**src/core/bst_regs.svh**
```systemverilog
// register offsets, field positions, reset values and chain positions
`ifndef BST_REGS_SVH
`define BST_REGS_SVH

// register byte offsets
`define BST_CTRL_OFS        8'h00
`define BST_STATUS_OFS      8'h04
`define BST_DATA_OFS        8'h08

// field positions
`define BST_CTRL_CAP_EN_BIT 0
`define BST_STAT_MODE_LSB   0
`define BST_STAT_OVF_BIT    2
`define BST_STAT_LVL_LSB    8

// reset values
`define BST_CTRL_RST        32'h0000_0000
`define BST_CHAIN_RST       127'h0

// chain length and positions, counted from 1 at the serial input
`define BST_CHAIN_LEN       127
`define BST_POS_SIN         1
`define BST_POS_SEL         2
`define BST_POS_SHIFT       3
`define BST_POS_RESET       4
`define BST_POS_DATA_CTL    5
`define BST_POS_D0          6
`define BST_POS_D63         69
`define BST_POS_CC1         70
`define BST_POS_CC0         71
`define BST_POS_A31         72
`define BST_POS_A3          100
`define BST_POS_ADDR_CTL    101
`define BST_POS_ROW_CTL     102
`define BST_POS_ROW         103
`define BST_POS_PAGE_CTL    104
`define BST_POS_PAGE        105
`define BST_POS_DIR_CTL     106
`define BST_POS_DIR         107
`define BST_POS_STB_CTL     108
`define BST_POS_STB         109
`define BST_POS_HOLD_ACK    110
`define BST_POS_LOCK_CTL    111
`define BST_POS_LOCK        112
`define BST_POS_READY_IN    113
`define BST_POS_CACHE_IN    114
`define BST_POS_NEXT_IN     115
`define BST_POS_INT_IN      116
`define BST_POS_HOLD_IN     117
`define BST_POS_BE_CTL      118
`define BST_POS_BE_HIGH     119
`define BST_POS_BE_LOW      126
`define BST_POS_BUS_REQUEST_SERIAL_OUT        127

`endif

```
**src/core/bst_pkg.sv**
```systemverilog
// types shared by the boundary scan test port
package bst_pkg;

	// test mode of the port
	typedef enum logic [1:0] {
		BST_NONE   = 2'b00,
		BST_NORMAL = 2'b01,
		BST_SHIFT  = 2'b10
	} bst_mode_t;

	// level and enable of every chain pin, bit i is chain position i+1
	typedef struct packed {
		logic [126:0] lvl;
		logic [126:0] oe;
	} bst_pins_t;

	// one ahb-lite address phase held into the data phase
	typedef struct packed {
		logic       rd;
		logic       wr;
		logic [7:0] addr;
	} bst_aphase_t;

endpackage : bst_pkg

```
**src/core/bst_sync.sv**
```systemverilog
// two flip-flop synchroniser for a bundle of pin levels
`timescale 1ns/10ps
`default_nettype none

module bst_sync #(
	parameter int WIDTH = 127
) (
	input  wire logic             hclk,    // processor clock
	input  wire logic             hresetn, // async reset, active low
	input  wire logic [WIDTH-1:0] d_in,    // asynchronous levels
	output logic      [WIDTH-1:0] q_out    // synchronised levels
);

	logic [WIDTH-1:0] meta_r;

	// first stage is read only by the second stage
	always_ff @(posedge hclk or negedge hresetn) begin
		if (!hresetn) begin
			meta_r <= '0;
			q_out  <= '0;
		end else begin
			meta_r <= d_in;
			q_out  <= meta_r;
		end
	end

endmodule : bst_sync

`default_nettype wire

```
**src/core/bst_fifo.sv**
```systemverilog
// synchronous fifo with valid and ready on both sides
`timescale 1ns/10ps
`default_nettype none

module bst_fifo #(
	parameter int WIDTH = 32,
	parameter int DEPTH = 32,
	parameter int AW    = $clog2(DEPTH)
) (
	input  wire logic             hclk,      // clock
	input  wire logic             hresetn,   // async reset, active low
	input  wire logic             in_valid,  // write request
	output logic                  in_ready,  // room for a word
	input  wire logic [WIDTH-1:0] in_data,   // word to store
	output logic                  out_valid, // word available
	input  wire logic             out_ready, // reader takes head
	output logic      [WIDTH-1:0] out_data,  // head word
	output logic      [AW:0]      level      // words held
);

	logic [WIDTH-1:0] mem [DEPTH];
	logic [AW-1:0]    wr_ptr_r;
	logic [AW-1:0]    rd_ptr_r;
	logic [AW:0]      cnt_r;
	wire              push = in_valid && in_ready;
	wire              pop  = out_valid && out_ready;

	// honest full and empty from the word count
	assign in_ready  = (cnt_r != (AW+1)'(DEPTH));
	assign out_valid = (cnt_r != '0);
	assign out_data  = mem[rd_ptr_r];
	assign level     = cnt_r;

	// storage array
	always_ff @(posedge hclk) begin
		if (push) begin
			mem[wr_ptr_r] <= in_data;
		end
	end

	// pointers and count
	always_ff @(posedge hclk or negedge hresetn) begin
		if (!hresetn) begin
			wr_ptr_r <= '0;
			rd_ptr_r <= '0;
			cnt_r    <= '0;
		end else begin
			if (push) begin
				wr_ptr_r <= (wr_ptr_r == AW'(DEPTH - 1)) ? '0 : wr_ptr_r + 1'b1;
			end
			if (pop) begin
				rd_ptr_r <= (rd_ptr_r == AW'(DEPTH - 1)) ? '0 : rd_ptr_r + 1'b1;
			end
			cnt_r <= cnt_r + (AW+1)'(push) - (AW+1)'(pop);
		end
	end

endmodule : bst_fifo

`default_nettype wire

```
**src/core/bst_top.sv**
```systemverilog
// boundary scan test port: mode control, latch chain, pin drive, bus slave
`timescale 1ns/10ps
`default_nettype none
`include "bst_regs.svh"

////////////////////////////////////////////////////////////////////////////
// How it works
// - select seen active puts the port in scan mode by the next clock
// - select seen inactive drops scan mode on the following clock
// - select and shift-select encode none, reserved, normal and shift
// - shift-select seen active switches to shift sub-mode by the next clock
// - shift-select seen inactive switches to normal sub-mode by the next clock
// - every pin owns a latch: input, output or drive control
// - normal sub-mode drives output latches where their control is set
// - normal sub-mode leaves outputs undriven where control is clear
// - shift entry clock captures the level of every pin not forced into its latch
// - floated pins capture outside levels, forced pins keep latch values
// - right after shift entry the request pin shows its own latch
// - later shift clocks move chain toward request pin, serial in enters
// - shift floats all outputs except hold acknowledge and request
// - chain runs serial in at 1 through data to request at 127
module bst_top #(
	parameter int FIFO_DEPTH = 32,
	parameter int FIFO_WIDTH = 32
) (
	input  wire logic              hclk,         // processor clock
	input  wire logic              hresetn,      // async reset, active low
	input  wire logic              hsel,         // slave select
	input  wire logic [7:0]        haddr,        // byte address
	input  wire logic [1:0]        htrans,       // transfer type
	input  wire logic              hwrite,       // write when high
	input  wire logic [2:0]        hsize,        // word only
	input  wire logic [31:0]       hwdata,       // write data
	input  wire logic              hready,       // bus ready
	output logic                   hreadyout,    // slave ready
	output logic                   hresp,        // always okay
	output logic      [31:0]       hrdata,       // read data
	input  wire logic [126:0]      pin_in,       // pin levels, pos 1 = bit 0
	input  var  bst_pkg::bst_pins_t func_pins,   // core drive outside scan
	output var  bst_pkg::bst_pins_t pins,        // pin drive
	output logic                   capture_room  // fifo can take a word
);

	////////////////////////////////////////////////////////////////////////
	// chain position map

	// index of the drive control latch of a chain bit, or -1 if none
	function automatic int ctl_of(input int i);
		int p;
		p = i + 1;
		ctl_of = -1;
		if (p >= `BST_POS_D0 && p <= `BST_POS_D63)
			ctl_of = `BST_POS_DATA_CTL - 1;
		if (p >= `BST_POS_A31 && p <= `BST_POS_A3)
			ctl_of = `BST_POS_ADDR_CTL - 1;
		if (p == `BST_POS_ROW)
			ctl_of = `BST_POS_ROW_CTL - 1;
		if (p == `BST_POS_PAGE)
			ctl_of = `BST_POS_PAGE_CTL - 1;
		if (p == `BST_POS_DIR)
			ctl_of = `BST_POS_DIR_CTL - 1;
		if (p == `BST_POS_STB)
			ctl_of = `BST_POS_STB_CTL - 1;
		if (p == `BST_POS_LOCK)
			ctl_of = `BST_POS_LOCK_CTL - 1;
		if (p >= `BST_POS_BE_HIGH && p <= `BST_POS_BE_LOW)
			ctl_of = `BST_POS_BE_CTL - 1;
	endfunction : ctl_of

	localparam int HOLD_IDX = `BST_POS_HOLD_ACK - 1;
	localparam int BUS_REQUEST_SERIAL_OUT_IDX = `BST_POS_BUS_REQUEST_SERIAL_OUT - 1;

	////////////////////////////////////////////////////////////////////////
	// pin synchronisers and mode control

	logic [126:0]       pin_s;
	bst_pkg::bst_mode_t mode_r;
	bst_pkg::bst_mode_t mode_nxt;
	logic [126:0]       chain_r;
	logic [126:0]       chain_nxt;
	logic [126:0]       forced;
	logic [126:0]       norm_oe;
	logic [126:0]       cap_val;

	bst_sync #(.WIDTH(`BST_CHAIN_LEN)) u_sync (
		.hclk    (hclk),
		.hresetn (hresetn),
		.d_in    (pin_in),
		.q_out   (pin_s)
	);

	wire sel_s   = pin_s[`BST_POS_SEL - 1];
	wire shift_s = pin_s[`BST_POS_SHIFT - 1];
	wire sin_s   = pin_s[`BST_POS_SIN - 1];

	// mode decode: reserved combination behaves as no test mode
	assign mode_nxt = !sel_s ? bst_pkg::BST_NONE :
		(shift_s ? bst_pkg::BST_SHIFT : bst_pkg::BST_NORMAL);

	wire shift_entry = (mode_nxt == bst_pkg::BST_SHIFT) &&
		(mode_r != bst_pkg::BST_SHIFT);
	wire shift_step  = (mode_nxt == bst_pkg::BST_SHIFT) &&
		(mode_r == bst_pkg::BST_SHIFT);

	// mode register: cleared to no test mode by hresetn
	always_ff @(posedge hclk or negedge hresetn) begin
		if (!hresetn) begin
			mode_r <= bst_pkg::BST_NONE;
		end else begin
			mode_r <= mode_nxt;
		end
	end

	////////////////////////////////////////////////////////////////////////
	// drive enables and capture values per chain bit

	genvar gi;
	generate
		for (gi = 0; gi < `BST_CHAIN_LEN; gi++) begin : g_bit
			localparam int CI = ctl_of(gi);
			if (CI >= 0) begin : g_ctl
				assign norm_oe[gi] = chain_r[CI];
			end else if (gi == HOLD_IDX || gi == BUS_REQUEST_SERIAL_OUT_IDX) begin : g_fix
				assign norm_oe[gi] = 1'b1;
			end else begin : g_in
				assign norm_oe[gi] = 1'b0;
			end
		end
	endgenerate

	// a pin forced in normal mode keeps its latch on shift entry
	assign forced  = (mode_r == bst_pkg::BST_NORMAL) ? norm_oe : '0;
	assign cap_val = (forced & chain_r) | (~forced & pin_s);

	// chain next value: capture on entry, shift toward request pin after
	assign chain_nxt = shift_entry ? cap_val :
		(shift_step ? {chain_r[125:0], sin_s} : chain_r);

	always_ff @(posedge hclk or negedge hresetn) begin
		if (!hresetn) begin
			chain_r <= `BST_CHAIN_RST;
		end else begin
			chain_r <= chain_nxt;
		end
	end

	////////////////////////////////////////////////////////////////////////
	// pin drive per mode

	logic [126:0] shift_oe;
	assign shift_oe = (127'h1 << HOLD_IDX) | (127'h1 << BUS_REQUEST_SERIAL_OUT_IDX);

	always_comb begin
		case (mode_r)
			bst_pkg::BST_NORMAL: begin
				pins.lvl = chain_r;
				pins.oe  = norm_oe;
			end
			bst_pkg::BST_SHIFT: begin
				pins.lvl = chain_r;
				pins.oe  = shift_oe;
			end
			default: begin
				pins = func_pins;
			end
		endcase
	end

	////////////////////////////////////////////////////////////////////////
	// shifted-out bits packed into words for the fifo

	logic [FIFO_WIDTH-1:0] pack_r;
	logic [4:0]            pack_cnt_r;
	logic                  pack_full_r;
	logic                  fifo_in_ready;
	logic                  fifo_out_valid;
	logic [FIFO_WIDTH-1:0] fifo_out_data;
	logic [$clog2(FIFO_DEPTH):0] fifo_level;
	logic                  cap_en_r;
	logic                  ovf_r;
	logic                  pop;

	wire take_bit = shift_step && cap_en_r;
	wire push     = pack_full_r;

	// collect the request pin bit leaving the chain on each shift clock while capture is enabled
	always_ff @(posedge hclk or negedge hresetn) begin
		if (!hresetn) begin
			pack_r      <= '0;
			pack_cnt_r  <= '0;
			pack_full_r <= 1'b0;
		end else begin
			pack_full_r <= take_bit && (pack_cnt_r == 5'h1f);
			if (take_bit) begin
				pack_r     <= {chain_r[BUS_REQUEST_SERIAL_OUT_IDX], pack_r[FIFO_WIDTH-1:1]};
				pack_cnt_r <= pack_cnt_r + 5'h01;
			end
		end
	end

	bst_fifo #(.WIDTH(FIFO_WIDTH), .DEPTH(FIFO_DEPTH)) u_fifo (
		.hclk      (hclk),
		.hresetn   (hresetn),
		.in_valid  (push),
		.in_ready  (fifo_in_ready),
		.in_data   (pack_r),
		.out_valid (fifo_out_valid),
		.out_ready (pop),
		.out_data  (fifo_out_data),
		.level     (fifo_level)
	);

	assign capture_room = fifo_in_ready;

	////////////////////////////////////////////////////////////////////////
	// ahb-lite slave: one wait state on reads, none on writes

	bst_pkg::bst_aphase_t ap_r;
	logic                 rd_wait_r;
	logic [31:0]          rd_mux;
	logic [31:0]          status;

	wire take   = hsel && htrans[1] && hready;
	wire wr_en  = ap_r.wr;
	wire ctl_wr = wr_en && (ap_r.addr == `BST_CTRL_OFS);
	wire st_wr  = wr_en && (ap_r.addr == `BST_STATUS_OFS);
	wire ovf_clr = st_wr && hwdata[`BST_STAT_OVF_BIT];
	wire ovf_set = push && !fifo_in_ready;

	assign status = (32'(mode_r) << `BST_STAT_MODE_LSB) |
		(32'(ovf_r) << `BST_STAT_OVF_BIT) |
		(32'(fifo_level) << `BST_STAT_LVL_LSB);
	assign rd_mux = (ap_r.addr == `BST_CTRL_OFS)   ? 32'(cap_en_r) :
		(ap_r.addr == `BST_STATUS_OFS) ? status :
		(ap_r.addr == `BST_DATA_OFS && fifo_out_valid) ? fifo_out_data :
		32'h0000_0000;
	assign pop       = rd_wait_r && (ap_r.addr == `BST_DATA_OFS) &&
		fifo_out_valid;
	assign hreadyout = !rd_wait_r;
	assign hresp     = 1'b0;

	// address phase capture and read wait state
	always_ff @(posedge hclk or negedge hresetn) begin
		if (!hresetn) begin
			ap_r      <= '0;
			rd_wait_r <= 1'b0;
		end else if (rd_wait_r) begin
			rd_wait_r <= 1'b0;
			ap_r.rd   <= 1'b0;
		end else begin
			ap_r.rd   <= take && !hwrite;
			ap_r.wr   <= take && hwrite;
			ap_r.addr <= haddr;
			rd_wait_r <= take && !hwrite;
		end
	end

	// registers: capture enable, overflow sticky, read data
	always_ff @(posedge hclk or negedge hresetn) begin
		if (!hresetn) begin
			cap_en_r <= 1'(`BST_CTRL_RST);
			ovf_r    <= 1'b0;
			hrdata   <= '0;
		end else begin
			if (ctl_wr) begin
				cap_en_r <= hwdata[`BST_CTRL_CAP_EN_BIT];
			end
			ovf_r <= ovf_set || (ovf_r && !ovf_clr);
			if (rd_wait_r) begin
				hrdata <= rd_mux;
			end
		end
	end
endmodule : bst_top

`default_nettype wire

```
**config.mk**
```make
export PLATFORM = sky130hd
export DESIGN_NAME = bst_top
export DESIGN_NICKNAME = d
export VERILOG_FILES = /design/src/core/bst_pkg.sv /design/src/core/bst_sync.sv /design/src/core/bst_fifo.sv /design/src/core/bst_top.sv
export VERILOG_INCLUDE_DIRS = /design/src /design/src/core
export SDC_FILE = /design/constraint.sdc
export NUM_CORES = 2
export LEC_CHECK = 0
export BUFFER_PORTS_ARGS = -buffer_cell sky130_fd_sc_hd__buf_2
export CAP_MARGIN = 20
export CORE_MARGIN = 4
export CORE_UTILIZATION = 36
export DETAILED_ROUTE_END_ITERATION = 12
export GPL_TIMING_DRIVEN = 0
export PLACE_DENSITY = 0.61
export SYNTH_ARGS = -nofsm -noshare
export SYNTH_HDL_FRONTEND = slang
export SYNTH_SLANG_ARGS = --single-unit
```
**constraint.sdc**
```tcl
create_clock -name hclk -period 4.5 [get_ports hclk]
set_clock_uncertainty 0.2 [all_clocks]
set_input_delay 0.45 -clock hclk [delete_from_list [all_inputs] [get_ports hclk]]
set_output_delay 0.45 -clock hclk [all_outputs]
set_load 0.05 [all_outputs]
```
==> results.py <==
metrics = {
    "power": {
        "powerDensity_nw_per_um2": 434,
        "leakagePower_nw": 27.0,
        "irDropWorstVdd_mv": 0.358,
    },
    "cells_and_area": {
        "drive_gt1_share_pct": 30.7,
        "final_util_pct": 45.5,
        "area_delta_synth_final_pct": 25.3,
        "nets": 4770,
    },
    "clock_tree": {
        "clock-root-buffer": "clkbuf_16",
        "post-cts-setup-buffer-count": 0,
        "cts.path.max_buffers": 3,
        "cts-buffers-inserted": 156,
        "clk_pin_slew_ns": 0.06,
        "numClockSinks": 1505,
        "htreeDepth": 4,
        "cts_tree": "done",
        "clk_latency_ns": 0.77,
    },
    "worst_setup_path": {
        "worstSetupPathType": "reg2out",
        "cp.required_ns": 3.85,
        "end_kind": "primary output",
        "cp-start-kind": "flop",
        "cp_max_fo": 10,
        "slowest_stage": "clkbuf_1",
        "arrival_ns": 3.73,
        "slowest_delay_ns": 0.59,
        "cp_cell_sequence": "ha_2 > clkbuf_2 > clkbuf_1 > a22o_1 > buf_2",
    },
    "grt": {
        "grtUsageTotal_pct": 23.6,
        "grt_max_degree": 118,
        "gr-total-overflow": 0,
        "grt_pass1_wl_um": 279000,
        "grt_pass1_vias": 36300,
        "antenna_found_initial": 54,
    },
    "timing": {
        "setup_tns_ns": 0,
        "rsz0062_at_grt": "no",
        "whs_ns": 0.101,
        "period_minus_slack_ns": 4.38,
        "setup_viol": 0,
        "hold_viol": 0,
        "period_share_pct": 97.3,
        "tightestPinTransition_ns": 1.22,
        "drv_slew": 0,
        "fmax_ghz": 0.228,
        "maxSlewHeadroom_pct": 19.0,
    },
    "synth": {
        "synth-seq-cells": 1505,
        "ys_async_sr_fraction_pct": 32.0,
        "syn-num-nets": 3723,
        "syn_area_per_cell_sq_um": 17.7,
        "synth_cell_type_count": 59,
        "yosys.area.top_type_share_pct": 53.2,
        "synthTopCellsByCount": "1,024 x edfxtp_1, 481 x dfrtp_1, 335 x nand2_1",
        "ys_seq_area_share_pct": 74.1,
        "syn_area_sq_um": 57800,
        "syn_inst": 3271,
        "synth_area_leaders": "edfxtp_1 53%, dfrtp_1 21%, mux4_2 7.9%",
        "yosysMostFrequentCell": "edfxtp_1",
        "yosysTopAreaCell": "edfxtp_1",
        "synth_flop_cell": "edfxtp_1",
        "synth_edf_count": 1024,
        "yosys_warnings": 0,
    },
    "floorplanning": {
        "die_w_um": 409,
        "rows": 146,
        "core-area_sq_um": 159000,
        "die-area_sq_um": 167000,
        "start_util_pct": 36.3,
        "io_pins": 720,
        "die_y_um": 409,
    },
    "drt": {
        "first_pass_iters": 6,
        "wl_met1_um": 75100,
        "via_per_inst": 5.42,
        "first_iter_violations": 3388,
        "wl_met3_um": 13900,
        "top_layer_used": "met5",
        "wirelength_um": 200000,
        "drc": 0,
        "wl_met2_um": 100000,
        "num_vias": 35600,
        "wire_per_inst_um": 30.5,
        "antenna_left": 0,
    },
    "run": {
        "drv_cap": 0,
    },
    "worst_hold_path": {
        "hold_class": "in2async",
    },
    "status": {
        "status": "finished clean",
    },
    "placement": {
        "dp.final_hpwl_um": 146000,
        "gp_congestion": 0.978,
        "port_buffers": 684,
    },
}
power breakdown:
part           internal (mW)  total [mW]  switching, mW
logic                  0.812        2.94           2.13
registers               15.1        15.4          0.328
clock network           7.58        13.0           5.46
total                   23.5        31.4           7.92
worst max-delay path: cells and delay by family (launching register included):
family | cells | cell delay, ns
buf+inv | 3 | 1.37
flops | 1 | 0.47
compound gates | 1 | 0.52
fa+ha+maj | 1 | 0.58
flip-flops by register name, summed over array words and instances, names as in the netlist, 2 cells and up, named ones only:
name             count
u_sync.meta_r      127
u_fifo.level         6
mode_r               2
u_fifo.rd_ptr_r      5
pack_cnt_r           5
ap_r                 8
u_fifo.mem        1024
pack_r              32
hrdata              32
u_sync.q_out       127
u_fifo.wr_ptr_r      5
chain_r             19
metrics by stage:
stage	cell area, sq um	worst slack (ns)	power [mW]	std cells
final	72400	0.122	31.4	6556
after global routing	72300	0.0288	32.4	6538
after CTS	71700	0.0249	31.6	6499
after detailed placement	65000	-0.0405	18.5	6068
after global placement	63800	-7.30	18.5	6027
after floorplan	57800	0.854	17.2	3271
cells by family (layout without fill, tap and decap cells):
group | count (synthesis) | in the layout | share of synthesized area (%)
other | 1 | 35 | 0.00649
flip-flops | 1505 | 1505 | 74.1
adder cells (fa/ha/maj) | 21 | 21 | 0.468
buffers and inverters | 240 | 1419 | 2.00
AO/OA/AOI/OAI | 605 | 605 | 7.20
XOR/XNOR | 7 | 7 | 0.106
AND/OR/NAND/NOR | 534 | 534 | 3.92
multiplexers | 358 | 358 | 12.2
final cells by class:
class / count / area (sq um)
fillers: 13800 / 86600
clock inverters: 64 / 764
clock buffers: 226 / 4490
flip-flops and latches: 1505 / 42800
well taps: 2072 / 2590
plain buffers: 213 / 1070
repair buffers: 890 / 6400
inverters: 26 / 97.6
multi-input cells: 1526 / 14100
diodes: 34 / 85.1
placed cells by master, fill, tap and decap left out, drive strengths merged, types with 4 or more instances in the layout:
master,netlist,routed
nor2b,11,11
and2,21,21
inv,23,30
and3,12,12
nor2,114,114
and3b,5,5
bufinv,0,10
diode,0,34
dlygate4sd3,0,142
xnor2,4,4
a211o,8,8
nand3b,4,4
o21a,5,5
o2bb2ai,23,23
a41oi,8,8
nor3,4,4
a22oi,172,172
o21ai,81,81
clkinv,3,47
a21oi,157,157
buf,85,832
mux4,256,256
edfxtp,1024,1024
o31ai,9,9
clkbuf,129,354
dfrtp,481,481
a22o,127,127
mux2i,41,41
nand3,9,9
nand2,335,335
mux2,61,61
ha,20,20
metal layers:
metal | global-route usage (%) | vias to the layer above
met2 | 39.9 | 1640
met5 | 0 | -
met1 | 29.1 | 18600
li1 | - | 15000
met3 | 4.93 | 367
met4 | 10.8 | 38
what timing repair did:
action / CTS / global route
endpoints found under the hold margin: 298 / 0
setup endpoints to repair: 219 / 0
resized for setup: 18 / 0
hold buffers: 142 / 0
final timing paths:
check                                  start  slack (ns)                 to  depth (start not counted)
min in group hclk                 pin_in[76]        0.11  u_sync.meta_r[76]                          2
max in group asynchronous            hresetn        2.47         pack_r[20]                          4
hold / removal                       hresetn        0.10  u_sync.meta_r[56]                          2
setup reg to reg             u_fifo.level[2]        0.68    u_fifo.level[4]                         18
hold reg to reg            u_sync.meta_r[20]        0.15   u_sync.q_out[20]                          0
setup / recovery                   mode_r[1]        0.12          pins[176]                          5
(Power assumes the default switching activity.)
